==> src/logic/slcr_pkg.sv <==
// Constants, types and register map of the serial lane configuration group.
// Assumes a byte-wide register port driven by the serial port decoder.
//
// How it works
// - Read-only high density flag at bit 7
// - Read-only control words per frame in [4:0]
// - Lane 0 checksum is parameter sum mod 256
// - Lane 1 checksum from its own parameters
// - Power-down bit 0 forces lane 0 off
// - Power-down bit 2 forces lane 1 off
// - Lane 0 source field, logical lanes 0-7
// - Lane 1 source field, resets to lane 1
// - Per-lane 3-bit swing code, resets 0x1
package slcr_pkg;
    // ----------------------------------------
    // Register offsets
    // ----------------------------------------
    localparam logic [12:0] SLCR_OFS_DENSITY = 13'h0592;
    localparam logic [12:0] SLCR_OFS_CSUM0 = 13'h05a0;
    localparam logic [12:0] SLCR_OFS_CSUM1 = 13'h05a1;
    localparam logic [12:0] SLCR_OFS_PWRDN = 13'h05b0;
    localparam logic [12:0] SLCR_OFS_MAP0 = 13'h05b2;
    localparam logic [12:0] SLCR_OFS_MAP1 = 13'h05b3;
    localparam logic [12:0] SLCR_OFS_SWING0 = 13'h05c0;
    localparam logic [12:0] SLCR_OFS_SWING1 = 13'h05c1;
    // ----------------------------------------
    // Field positions and reset values
    // ----------------------------------------
    localparam int SLCR_HD_BIT = 7;
    localparam int SLCR_PD0_BIT = 0;
    localparam int SLCR_PD1_BIT = 2;
    localparam logic [7:0] SLCR_CSUM0_RST = 8'hc3;
    localparam logic [7:0] SLCR_CSUM1_RST = 8'hc4;
    localparam logic [7:0] SLCR_PWRDN_RST = 8'hfa;
    localparam logic [2:0] SLCR_MAP0_RST = 3'h0;
    localparam logic [2:0] SLCR_MAP1_RST = 3'h1;
    localparam logic [2:0] SLCR_MAP_RSV_RST0 = 3'h0;
    localparam logic [2:0] SLCR_MAP_RSV_RST1 = 3'h1;
    localparam logic [2:0] SLCR_SWING_RST = 3'h1;
    localparam logic [2:0] SLCR_SWING_FULL = 3'h0;
    // ----------------------------------------
    // Register port carrier
    // ----------------------------------------
    typedef struct packed {
        logic wr;
        logic rd;
        logic [12:0] addr;
        logic [7:0] wdata;
    } slcr_req_t;
    // Per-lane controls leaving the block
    typedef struct packed {
        logic power_down;
        logic [2:0] logical_lane;
        logic [2:0] swing;
    } slcr_lane_t;
endpackage

==> src/logic/slcr_regs.sv <==
// Register group for the serial transmit lanes: link parameters, checksums,
// lane power-down, physical-to-logical lane mapping and output swing.
// Assumes a same-clock serial port decoder issuing one-cycle read/write strobes.
// Assumes the link transmitter supplies its status and parameter sums on this
// clock, so they are registered once here and need no synchroniser.
`timescale 1ns/1ps
`default_nettype none
module slcr_regs (
    // Clock and reset
    input wire logic clk_in,
    input wire logic rst_in,
    // Register port
    input wire slcr_pkg::slcr_req_t req_in,
    output logic [7:0] rdata_out,
    output logic rvalid_out,
    // Link parameters from the link transmitter
    input wire logic high_density_flag_in,
    input wire logic [4:0] control_words_per_frame_in,
    input wire logic [7:0] lane0_param_sum_in,
    input wire logic [7:0] lane1_param_sum_in,
    // Lane controls
    output slcr_pkg::slcr_lane_t lane0_out,
    output slcr_pkg::slcr_lane_t lane1_out
);
    import slcr_pkg::*;

    logic [7:0] pwrdn_r;
    logic [2:0] map0_r, map1_r, map0_rsv_r, map1_rsv_r;
    logic [2:0] swing0_r, swing1_r;
    logic hd_r;
    logic [4:0] cf_r;
    logic [7:0] csum0_r, csum1_r;
    logic [7:0] rdata_nxt;
    logic wr_pwrdn, wr_map0, wr_map1, wr_swing0, wr_swing1;

    // ----------------------------------------
    // Address decode
    // ----------------------------------------
    // Write hit on one offset, shared by every writable register
    function automatic logic wr_hit(input slcr_req_t req, input logic [12:0] ofs);
        return req.wr && (req.addr == ofs);
    endfunction

    // Decoded write strobes, one per writable offset.
    // Writes to read-only or unmapped offsets match none and are dropped,
    // so software cannot disturb the status bytes by a stray write.
    // The full 13-bit offset is compared: no aliasing into other pages.
    always_comb begin
        wr_pwrdn = wr_hit(req_in, SLCR_OFS_PWRDN);
        wr_map0 = wr_hit(req_in, SLCR_OFS_MAP0);
        wr_map1 = wr_hit(req_in, SLCR_OFS_MAP1);
        wr_swing0 = wr_hit(req_in, SLCR_OFS_SWING0);
        wr_swing1 = wr_hit(req_in, SLCR_OFS_SWING1);
    end

    // ----------------------------------------
    // Link status capture
    // ----------------------------------------
    // high density flag
    always_ff @(posedge clk_in) begin
        if (rst_in) begin
            hd_r <= 1'b0;
        end else begin
            hd_r <= high_density_flag_in;
        end
    end
    always_ff @(posedge clk_in) begin
        if (rst_in) begin
            cf_r <= 5'h00;
        end else begin
            cf_r <= control_words_per_frame_in;
        end
    end
    // lane 0 and lane 1 checksums, sums already wrap at 8 bits
    always_ff @(posedge clk_in) begin
        if (rst_in) begin
            csum0_r <= SLCR_CSUM0_RST;
            csum1_r <= SLCR_CSUM1_RST;
        end else begin
            csum0_r <= lane0_param_sum_in;
            csum1_r <= lane1_param_sum_in;
        end
    end

    // ----------------------------------------
    // Writable controls
    // ----------------------------------------
    // lane power-down register, reserved bits kept writable
    always_ff @(posedge clk_in) begin
        if (rst_in) begin
            pwrdn_r <= SLCR_PWRDN_RST;
        end else if (wr_pwrdn) begin
            pwrdn_r <= req_in.wdata;
        end
    end
    always_ff @(posedge clk_in) begin
        if (rst_in) begin
            map0_r <= SLCR_MAP0_RST;
            map0_rsv_r <= SLCR_MAP_RSV_RST0;
        end else if (wr_map0) begin
            map0_r <= req_in.wdata[2:0];
            map0_rsv_r <= req_in.wdata[6:4];
        end
    end
    always_ff @(posedge clk_in) begin
        if (rst_in) begin
            map1_r <= SLCR_MAP1_RST;
            map1_rsv_r <= SLCR_MAP_RSV_RST1;
        end else if (wr_map1) begin
            map1_r <= req_in.wdata[2:0];
            map1_rsv_r <= req_in.wdata[6:4];
        end
    end

    // Swing codes: code 0 is full driver supply swing, reset is the
    // reduced swing. Codes are passed on unchecked; the driver decodes them.
    // lane 0 swing code
    always_ff @(posedge clk_in) begin
        if (rst_in) begin
            swing0_r <= SLCR_SWING_RST;
        end else if (wr_swing0) begin
            swing0_r <= req_in.wdata[2:0];
        end
    end

    // lane 1 swing code, independent of lane 0
    always_ff @(posedge clk_in) begin
        if (rst_in) begin
            swing1_r <= SLCR_SWING_RST;
        end else if (wr_swing1) begin
            swing1_r <= req_in.wdata[2:0];
        end
    end

    // ----------------------------------------
    // Read path
    // ----------------------------------------
    // Read-only fixed bits return zero; unmapped offsets read zero
    always_comb begin
        rdata_nxt = 8'h00;
        unique case (req_in.addr)
            SLCR_OFS_DENSITY: rdata_nxt = {hd_r, 2'b00, cf_r};
            SLCR_OFS_CSUM0: rdata_nxt = csum0_r;
            SLCR_OFS_CSUM1: rdata_nxt = csum1_r;
            SLCR_OFS_PWRDN: rdata_nxt = pwrdn_r;
            SLCR_OFS_MAP0: rdata_nxt = {1'b0, map0_rsv_r, 1'b0, map0_r};
            SLCR_OFS_MAP1: rdata_nxt = {1'b0, map1_rsv_r, 1'b0, map1_r};
            SLCR_OFS_SWING0: rdata_nxt = {5'h00, swing0_r};
            SLCR_OFS_SWING1: rdata_nxt = {5'h00, swing1_r};
            default: rdata_nxt = 8'h00;
        endcase
    end

    // Read valid pulse, one cycle after the strobe.
    // Back-to-back reads give back-to-back pulses; no wait state exists.
    always_ff @(posedge clk_in) begin
        if (rst_in) begin
            rvalid_out <= 1'b0;
        end else begin
            rvalid_out <= req_in.rd;
        end
    end

    // Registered read data, held until the next read.
    // Holding it lets a slow decoder pick the byte up late.
    always_ff @(posedge clk_in) begin
        if (rst_in) begin
            rdata_out <= 8'h00;
        end else if (req_in.rd) begin
            rdata_out <= rdata_nxt;
        end
    end

    // ----------------------------------------
    // Lane control outputs
    // ----------------------------------------
    // Controls are registered once more so the lane logic sees clean,
    // glitch-free levels; the cost is one cycle of extra latency.
    // Duplicate logical lanes are not caught here; software must avoid them.
    // lane 0 power-down, mapping and swing outputs
    always_ff @(posedge clk_in) begin
        if (rst_in) begin
            lane0_out <= '{1'b0, SLCR_MAP0_RST, SLCR_SWING_RST};
        end else begin
            lane0_out <= '{pwrdn_r[SLCR_PD0_BIT], map0_r, swing0_r};
        end
    end

    always_ff @(posedge clk_in) begin
        if (rst_in) begin
            lane1_out <= '{1'b0, SLCR_MAP1_RST, SLCR_SWING_RST};
        end else begin
            lane1_out <= '{pwrdn_r[SLCR_PD1_BIT], map1_r, swing1_r};
        end
    end
endmodule
`default_nettype wire

==> config.mk <==
export PLATFORM = sky130hd
export DESIGN_NAME = slcr_regs
export DESIGN_NICKNAME = d
export VERILOG_FILES = /design/src/logic/slcr_pkg.sv /design/src/logic/slcr_regs.sv
export SDC_FILE = /design/constraint.sdc
export NUM_CORES = 1
export LEC_CHECK = 0
export BUFFER_PORTS_ARGS = -buffer_cell sky130_fd_sc_hd__buf_4
export CAP_MARGIN = 20
export CORE_UTILIZATION = 25
export CTS_BUF_LIST = sky130_fd_sc_hd__clkbuf_4 sky130_fd_sc_hd__clkbuf_8
export DETAILED_ROUTE_END_ITERATION = 8
export GPL_ROUTABILITY_DRIVEN = 0
export PLACE_DENSITY = 0.41
export SYNTH_ARGS = -nofsm -noshare
export SYNTH_HDL_FRONTEND = slang
export SYNTH_SLANG_ARGS = --single-unit
==> constraint.sdc <==
create_clock -name clk_in -period 2.66 [get_ports clk_in]
set_clock_uncertainty 0.05 [all_clocks]
set_input_delay 0.266 -clock clk_in [delete_from_list [all_inputs] [get_ports clk_in]]
set_output_delay 0.266 -clock clk_in [all_outputs]
set_load 0.005 [all_outputs]
After elaboration in Yosys (flattened, before gate mapping)
Cells that the tools add are included.
- bits of input ports: 47
- bits in registers: 71
- mux-type cells: 1
- eq/ne operators: 8
- reduce and logical (&&, ||, !) cells: 5
- operator list (kind ; number):
    $eq 13x11->1 const B ; 8
    $pmux 8 s8 ; 1
    $logic_and 1x1->1 ; 5

Longest topological paths before layout
Gate-level depths: netlist of the first run.
- depth after elaboration: 2
- gate-level depth with buffers: 6
- depth with buffers taken out: 5

Worst setup path before layout of the first run
Ideal clock, no wire load.
- kind: input to register
- from: input port req_in[17] in the netlist's numbering
- to: register map0_r[0]
- path slack: 523 ps
- path buffers: 1
- cell stages on the path: 6
- data arrival time: 1959 ps
- data required time: 2482 ps
- cells stage by stage: or3b_1 > buf_6 > or4_4 > nor3b_4 > mux2i_1 > nor2_1
- cells in the longest elaborated chain, start to end: 2
- ends and longest elaborated chain (item ; line ; text):
    start, declared ; slcr_regs.sv:13 ; input wire slcr_pkg::slcr_req_t req_in,
    $eq 13x11->1 ; slcr_regs.sv:41 ; return req.wr && (req.addr == ofs);
    $logic_and 1x1->1 ; slcr_regs.sv:41 ;
    end signal, assigned ; slcr_regs.sv:101 ; map0_r <= req_in.wdata[2:0];
    end, declared ; slcr_regs.sv:28 ; logic [2:0] map0_r, map1_r, map0_rsv_r, map1_rsv_r;
Every way passes these cells.
A chain may end at the register's enable or synchronous reset.

Final worst setup path of the first run
- from: input port req_in[9] in the netlist's numbering
- to: register map0_rsv_r[1]
- cells in the longest elaborated chain, start to end: 2
- ends and longest elaborated chain (item ; line ; text):
    $eq 13x11->1 ; slcr_regs.sv:41 ;
    $logic_and 1x1->1 ; slcr_regs.sv:41 ;
    end signal, assigned ; slcr_regs.sv:102 ; map0_rsv_r <= req_in.wdata[6:4];
    end, declared ; slcr_regs.sv:28 ;
Every way passes these cells.

==> results of run 1 <==
## where the power goes
group	switching, mW	internal [mW]	total, mW
Sequential	0.00487	1.08	1.09
Clock	0.411	0.645	1.06
Combinational	0.0764	0.0781	0.154
## cell usage after synthesis (5+ instances only)
master,count
nor2_1,23
nor4_1,6
o21ai_0,5
a22oi_1,7
dfxtp_1,71
nand2_1,22
mux2i_1,29
clkbuf_1,12
nand3_1,19
a221oi_1,5
nor2b_1,28
or2_2,11
## kinds of logic after synthesis
group | share of synthesized area
flip-flops | 0.507
buffers and inverters | 0.0290
AND/OR/NAND/NOR | 0.266
multiplexers | 0.116
AO/OA/AOI/OAI | 0.0821
## state kept, by name, summed over array words and instances, names as in the netlist, 3 cells and up
name / flops
pwrdn_r: 8
lane0_out: 7
swing0_r: 3
rdata_out: 8
cf_r: 5
csum0_r: 8
lane1_out: 7
csum1_r: 8
swing1_r: 3
map0_rsv_r: 3
map1_rsv_r: 3
map1_r: 3
map0_r: 3
## metal layers
metal  wire length [µm]  part of all wire  GRT usage
met1               3950              0.50      0.205
met2               3490              0.44      0.214
met3                318             0.040     0.0387
met4                112             0.014     0.0499
met5                  0                 0          0
## through the flow
step	util	setup slack, ns	hold slack [ns]
3_3_place_gp	0.321	0.342	0.391
4_1_cts	0.344	0.666	0.0340
3_5_place_dp	0.321	0.310	0.399
6_report	0.344	0.664	0.0488
2_1_floorplan	-	0.523	0.320
5_1_grt	0.344	0.583	0.0304
## worst max-delay path: cells and delay by family
kind / cells / cell delay (ns)
AND/OR/NAND/NOR: 4 / 1.50
buffers and inverters: 1 / 0.15
multiplexers: 1 / 0.23
## final cells by class
cell class / instances / area share
clock inverters: 6 / 0.0288
well taps: 140 / 0.0468
clock buffers: 10 / 0.0368
multi-input cells: 195 / 0.349
repair buffers: 77 / 0.154
inverters: 4 / 0.00401
flip-flops and latches: 71 / 0.380
## worst max path at each step
stage,startpoint,to,slack [ns],depth (start not counted)
5_1_grt,req_in[9],map0_r[0],0.58,6
2_1_floorplan,req_in[17],map0_r[0],0.52,6
3_3_place_gp,req_in[9],map0_rsv_r[1],0.34,6
3_5_place_dp,req_in[9],map0_r[2],0.31,6
4_1_cts,req_in[9],map0_rsv_r[1],0.67,6
6_report,req_in[9],map0_rsv_r[1],0.66,6
==> flow_summary.json, run 1 <==
{
  "drv_slew": 0,
  "clockBufferDepth": 2,
  "timing.max_cap.violations": 0,
  "cp-start-kind": "input pin",
  "critPathArrivalTime_ns": 2.16,
  "cts_tree": "yes",
  "cts_made_buffers": 9,
  "finalSetupViolCount": 0,
  "total_power_mw": 2.30,
  "reg2reg_from": "swing1_r[2]",
  "nets": 405,
  "crit_path_max_incr_delay_ns": 0.52,
  "cp_max_fo": 11,
  "rows": 38,
  "fin_cells": 503,
  "place_inst": 487,
  "antenna_found_initial": 0,
  "fin_tns_setup_ns": 0,
  "drt-pass1-iter-count": 4,
  "grt_pass1_vias": 2258,
  "core-area_mm2": 0.0109,
  "grt_start_max_net_pins": 56,
  "cellLeakagePower_nw": 1.54,
  "grt.total_usage": 0.146,
  "critPathCaptureType": "flip-flop",
  "synth_warnings": 0,
  "fin_area_mm2": 0.00374,
  "start_util": 0.258,
  "dpl_cell_area_mm2": 0.00350,
  "pin_count": 70,
  "postCtsSetupBuffers": 0,
  "die_h_um": 108,
  "min_to": "csum1_r[6]",
  "ys_async_sr_fraction": 0,
  "max_slew.worst_pin.slew_ns": 0.586,
  "nFillCells": 1126,
  "finalHoldViolCount": 0,
  "die_w_um": 108,
  "fmax_ghz": 0.501,
  "routed_wl_um": 7870,
  "drtAntennaViolNets": 0,
  "cts_resized": 0,
  "vias": 2297,
  "status": "completed",
  "insertion_delay_ns": 0.35,
  "num_antenna_cells": 0,
  "crit_chain": "buf_4 > or3b_2 > or4_4 > nor3b_4 > mux2i_1 > nor2_1",
  "cts_root_buf": "clkbuf_8",
  "seqCellArea_mm2": 0.00142,
  "io_buffer_count": 69,
  "multiInputGateArea_mm2": 0.00131,
  "synth_cell_type_count": 42,
  "timing.rr.end": "rdata_out[2]",
  "dieArea_mm2": 0.0116,
  "crit_required_ns": 2.82,
  "synth_top_cell_area_share": 0.507,
  "synthTopCellsByArea": "dfxtp_1 (51%), mux2i_1 (10%), nor2b_1 (6.2%), nand3_1 (3.4%), nor2_1 (3.1%)",
  "grt_pass1_wl_um": 12500,
  "synth-edff-count": 0,
  "synth_nets": 332,
  "wire_per_inst_um": 15.6,
  "dp_hpwl_um": 5710,
  "drt_iter0_markers": 96,
  "min_from": "lane1_param_sum_in[6]",
  "rrSetupSlack_ns": 1.24,
  "layout_common_cells": "buf_4 (77), dfxtp_1 (71), mux2i_1 (29)",
  "power_density_mw_per_mm2": 614,
  "period_minus_slack_ns": 2.00,
  "final_common_cell": "buf_4",
  "synth_area_leader_cell": "dfxtp_1",
  "area_delta_synth_final_pct": 33.5,
  "synthCells": 285,
  "grt_setup_unrepaired": "no",
  "hold_path_class": "in2reg",
  "synth_ff_type": "dfxtp_1",
  "ys_seq_elements": 71,
  "synth_area_per_cell_um2": 9.84,
  "ys_seq_area_frac": 0.507,
  "crit_path_top_delay_cell": "or3b_2",
  "synth_area_mm2": 0.00280,
  "hold_buffers": 0,
  "drive_gt1_frac": 0.311,
  "ir_drop_mv": 0.251,
  "htree_levels": 3,
  "drc": 0,
  "ff2ff_path_depth": 5,
  "relSlewSlack": 0.608,
  "numClockSinks": 71,
  "clk_pin_slew_ns": 0.08,
  "post-route-period-util": 0.750,
  "hold_depth": 2,
  "avgViaCountPerCell": 4.57,
  "grt-ovfl-total": 0,
  "criticalPathCategory": "in2reg"
}
Note: power is estimated with default switching activity, not from simulation.
==> run 2, diff against run 1 <==
--- a/config.mk
+++ b/config.mk
@@ -5,6 +5,7 @@
 export SDC_FILE = /design/constraint.sdc
 export NUM_CORES = 1
 export LEC_CHECK = 0
+export ABC_AREA = 1
 export BUFFER_PORTS_ARGS = -buffer_cell sky130_fd_sc_hd__buf_4
 export CAP_MARGIN = 20
 export CORE_UTILIZATION = 25
==> constraint.sdc (replaced) <==
create_clock -name clk_in -period 2 [get_ports clk_in]
set_clock_uncertainty 0.05 [all_clocks]
set_input_delay 0.2 -clock clk_in [delete_from_list [all_inputs] [get_ports clk_in]]
set_output_delay 0.2 -clock clk_in [all_outputs]
set_load 0.005 [all_outputs]
==> flow_summary.json, run 2 <==
{
  "status": "completed",
  "power_density_mw_per_mm2": 768,
  "criticalPathCategory": "in2reg",
  "postCtsSetupBuffers": 0,
  "hold_path_class": "in2reg",
  "num_antenna_cells": 0,
  "drt_iter0_markers": 67,
  "crit_required_ns": 2.17,
  "final_common_cell": "buf_4",
  "pin_count": 70,
  "synth_warnings": 0,
  "synth_nets": 419,
  "ir_drop_mv": 0.260,
  "critPathArrivalTime_ns": 1.47,
  "fmax_ghz": 0.772,
  "fin_util": 0.351,
  "synthTopCellsByCount": "dfxtp_1 (71), nand2_1 (63), nand3_1 (58)",
  "timing.rr.end": "rdata_out[1]",
  "grt_pass1_wl_um": 12200,
  "start_util": 0.260,
  "grt_setup_unrepaired": "no",
  "die_w_um": 109,
  "dpl_cell_area_mm2": 0.00352,
  "synth-edff-count": 0,
  "layout_common_cells": "buf_4 (72), dfxtp_1 (71), nand2_1 (63)",
  "synth_top_cell_area_share": 0.499,
  "synth_ff_type": "dfxtp_1",
  "dieArea_mm2": 0.0118,
  "ys_async_sr_fraction": 0,
  "cts_resized": 0,
  "dp_hpwl_um": 5430,
  "die_h_um": 109,
  "synth_area_per_cell_um2": 7.66,
  "io_buffer_count": 69,
  "endpoint": "map0_rsv_r[2]",
  "drc": 0,
  "yosysMostFrequentCell": "dfxtp_1",
  "cts_tree": "yes",
  "relSlewSlack": 0.784,
  "routed_wl_um": 7560,
  "avgViaCountPerCell": 4.24,
  "period_minus_slack_ns": 1.30,
  "critPathCaptureType": "flip-flop",
  "cp_max_fo": 12,
  "numClockSinks": 71,
  "synthTopCellsByArea": "dfxtp_1 (50%), nand3_1 (10%), nand2_1 (8.3%), inv_1 (6.1%), nor2_1 (5.4%)",
  "cts_root_buf": "clkbuf_8",
  "synthCells": 372,
  "ys_seq_area_frac": 0.499,
  "clk_pin_slew_ns": 0.08,
  "grt_start_max_net_pins": 31,
  "core-area_mm2": 0.0110,
  "ff2ff_path_depth": 6,
  "nets": 499,
  "antenna_found_initial": 0,
  "timing.max_cap.violations": 0,
  "fin_area_mm2": 0.00386,
  "fin_tns_setup_ns": 0,
  "drv_slew": 0,
  "drive_gt1_frac": 0.263,
  "grt-ovfl-total": 0,
  "wire_per_inst_um": 12.7,
  "grt.total_usage": 0.137,
  "place_inst": 570,
  "clockBufferDepth": 2,
  "synth_cell_type_count": 28,
  "vias": 2530,
  "area_delta_synth_final_pct": 35.3,
  "synth_area_leader_cell": "dfxtp_1",
  "total_power_mw": 2.96,
  "ys_seq_elements": 71,
  "post-route-period-util": 0.648,
  "synth_area_mm2": 0.00285,
  "cp-start-kind": "input pin",
  "rrSetupSlack_ns": 0.99,
  "htree_levels": 3,
  "insertion_delay_ns": 0.34,
  "max_slew.worst_pin.slew_ns": 0.323,
  "drt-pass1-iter-count": 4,
  "fin_cells": 597,
  "worstSetupStartpoint": "req_in[11]",
  "grt_pass1_vias": 2423,
  "hold_buffers": 10,
  "reg2reg_from": "swing1_r[1]",
  "finalHoldViolCount": 0,
  "finalSetupViolCount": 0,
  "rows": 38,
  "drtAntennaViolNets": 0,
  "cts_made_buffers": 9,
  "cellLeakagePower_nw": 1.78
}
## run 2: cell types whose count changed in the layout (fill, tap and decap cells not counted), moves of 8 or more
cell,delta
o21ai_0,+8
nand3_1,+39
a21oi_1,+20
nor2_1,+18
mux2i_1,-29
dlygate4sd3_1,+11
nand2_1,+41
nor2b_1,-28
inv_1,+42
## run 2: area by class of cell
class | instances | area, µm²
sequential | 71 | 1420
inverter | 49 | 184
timing repair buffer | 84 | 671
multi-input combinational | 237 | 1170
tap | 140 | 175
clock buffer | 11 | 151
clock inverter | 5 | 80.1
fill | 1217 | 7130
## run 2: worst max-delay path: stages
cell and delay, ns:
buf_4 0.12, nor2_4 0.13, nand2_1 0.14, nor2_4 0.27, nand3_2 0.31, o21ai_0 0.25
a21oi_1 0.06
## run 2: cell families (layout without fill, tap and decap cells)
logic type      after synthesis  in the layout  share of synthesized area
simple gates                190            190                      0.321
flops                        71             71                      0.499
buf+inv                      64            149                     0.0909
compound gates               47             47                     0.0896
## run 2: through the flow
step	hold slack [ns]	worst slack, ns
after detailed placement	0.339	0.311
after global placement	0.337	0.315
after CTS	0.000603	0.676
after floorplan	0.254	0.766
after global routing	0.000349	0.598
final	0.00917	0.704
## run 2: worst min-delay path by stage
stage,endpoint,from,cells after the start,slack (ns)
CTS,cf_r[1],control_words_per_frame_in[1],3,0.0006
global route,csum0_r[2],lane0_param_sum_in[2],3,0.0003
global placement,csum0_r[6],lane0_param_sum_in[6],2,0.34
floorplan,csum0_r[0],lane0_param_sum_in[0],1,0.25
finish,cf_r[1],control_words_per_frame_in[1],3,0.009
detailed placement,csum0_r[6],lane0_param_sum_in[6],2,0.34
## run 2: metal layers
layer / up-vias / part of all wire / global-route usage
li1: 1337 / - / -
met1: 1119 / 0.49 / 0.186
met2: 67 / 0.45 / 0.209
met3: 7 / 0.050 / 0.0383
met4: 0 / 0.011 / 0.0434
met5: - / 0 / 0
## run 2: where the power goes
| group | switching, mW | total [mW] | internal [mW] |
|---|---|---|---|
| sequential | 0.00717 | 1.44 | 1.44 |
| combinational | 0.0946 | 0.194 | 0.0999 |
| clock | 0.554 | 1.32 | 0.769 |
| total | 0.656 | 2.96 | 2.31 |
==> run 3, diff against run 2 <==
==> constraint.sdc (replaced) <==
create_clock -name clk_in -period 1.3 [get_ports clk_in]
set_clock_uncertainty 0.05 [all_clocks]
set_input_delay 0.13 -clock clk_in [delete_from_list [all_inputs] [get_ports clk_in]]
set_output_delay 0.13 -clock clk_in [all_outputs]
set_load 0.005 [all_outputs]
==> flow_summary.json, run 3 (synthesized netlist as in run 2, its figures left out) <==
{
  "area_delta_synth_final_pct": 47.8,
  "die_h_um": 109,
  "nets": 533,
  "grt.total_usage": 0.136,
  "fmax_ghz": 0.885,
  "dieArea_mm2": 0.0118,
  "critPathArrivalTime_ns": 1.37,
  "timing.max_cap.violations": 0,
  "switchingPower_mw": 1.01,
  "combPwrFrac": 0.075,
  "hold_depth": 3,
  "numClockSinks": 71,
  "hold_path_class": "in2reg",
  "grt_pass1_wl_um": 12100,
  "p_int_mw": 3.76,
  "status": "completed",
  "period_minus_slack_ns": 1.13,
  "clk_pin_slew_ns": 0.08,
  "cts_root_buf": "clkbuf_8",
  "setup_ws_ns": 0.170,
  "cp_max_fo": 18,
  "rows": 38,
  "hold_buffers": 28,
  "fin_tns_setup_ns": 0,
  "criticalPathCategory": "in2reg",
  "ff2ff_path_depth": 4,
  "io_buffer_count": 69,
  "max_slew.worst_pin.slew_ns": 0.276,
  "cts_resized": 0,
  "wire_per_inst_um": 12.1,
  "finalSetupViolCount": 0,
  "drc": 0,
  "power_frac_seq": 0.466,
  "drv_slew": 0,
  "grt_setup_unrepaired": "no",
  "postCtsSetupBuffers": 0,
  "relSlewSlack": 0.815,
  "crit_required_ns": 1.54,
  "avgViaCountPerCell": 4.23,
  "ir_drop_mv": 0.434,
  "cts_made_buffers": 9,
  "drtAntennaViolNets": 0,
  "grt_pass1_vias": 2474,
  "num_antenna_cells": 0,
  "final_common_cell": "buf_4",
  "drive_gt1_frac": 0.279,
  "power_density_mw_per_mm2": 1130,
  "layout_common_cells": "buf_4 (86), dfxtp_1 (71), nand2_1 (63)",
  "cts_tree": "yes",
  "nFillCells": 1179,
  "drt-pass1-iter-count": 4,
  "core-area_mm2": 0.0110,
  "vias": 2672,
  "start_util": 0.260,
  "die_w_um": 109,
  "dp_hpwl_um": 5650,
  "post-route-period-util": 0.869,
  "grt_start_max_net_pins": 26,
  "drt_iter0_markers": 122,
  "clockPowerShare": 0.459,
  "grt-ovfl-total": 0,
  "finalHoldViolCount": 0,
  "cellLeakagePower_nw": 1.96,
  "pin_count": 70,
  "fin_util": 0.383,
  "switching_share": 0.212,
  "htree_levels": 3,
  "routed_wl_um": 7610,
  "clockBufferDepth": 2,
  "critPathCaptureType": "flip-flop",
  "insertion_delay_ns": 0.35,
  "antenna_found_initial": 0,
  "dp_slack_ns": -0.213,
  "cp-start-kind": "input pin"
}
run 3: metrics by stage:
| step | total power [mW] | std cells | hold WS (ns) | area, µm² |
|---|---|---|---|---|
| floorplan | 2.38 | 372 | 0.184 | 2850 |
| global placement | 2.57 | 587 | 0.267 | 3680 |
| detailed placement | 2.57 | 587 | 0.274 | 3680 |
| CTS | 4.85 | 631 | 0.0137 | 4210 |
| global route | 4.98 | 631 | 0.0333 | 4210 |
| finish | 4.77 | 631 | 0.0293 | 4210 |
run 3: cell type report:
type / instances / area, µm² / area share
clock buffer: 11 / 145 / 0.0345
tap: 140 / 175 / 0.0416
sequential: 71 / 1420 / 0.337
timing repair buffer: 118 / 1010 / 0.239
clock inverter: 5 / 105 / 0.0250
inverter: 49 / 184 / 0.0437
multi-input combinational: 237 / 1170 / 0.279
run 3: path summary, 6_finish.rpt:
path,startpoint,endpoint,slack (ns)
worst max-delay path,req_in[20],rdata_out[2],0.17
worst min-delay path,req_in[0],map1_r[0],0.03
worst max register to register,map0_rsv_r[1],rdata_out[5],0.32
worst min register to register,map1_rsv_r[1],map1_rsv_r[1],0.40
run 3: critical path, stage by stage:
cell and delay (ns):
buf_4 0.10, inv_1 0.04, nand3_1 0.11, nor2_4 0.22
buf_4 0.28, nand3_1 0.10, nand2_1 0.08, nor2_1 0.06
nand2_1 0.07, nand2_1 0.05, a21oi_1 0.11
run 3: power groups by stage:
stage	Sequential [mW]	Combinational, mW	Clock (mW)
4_1_cts	2.22	0.365	2.26
3_5_place_dp	2.27	0.299	0
3_3_place_gp	2.27	0.296	0
6_report	2.22	0.359	2.19
2_1_floorplan	2.27	0.115	0
5_1_grt	2.22	0.397	2.36
run 3: routing by layer:
metal	global-route usage	wire [µm]	vias to the layer above
met4	0.0637	111	0
met2	0.216	3470	65
met1	0.179	3720	1191
li1	-	-	1406
met3	0.0251	304	10
met5	0	0	-
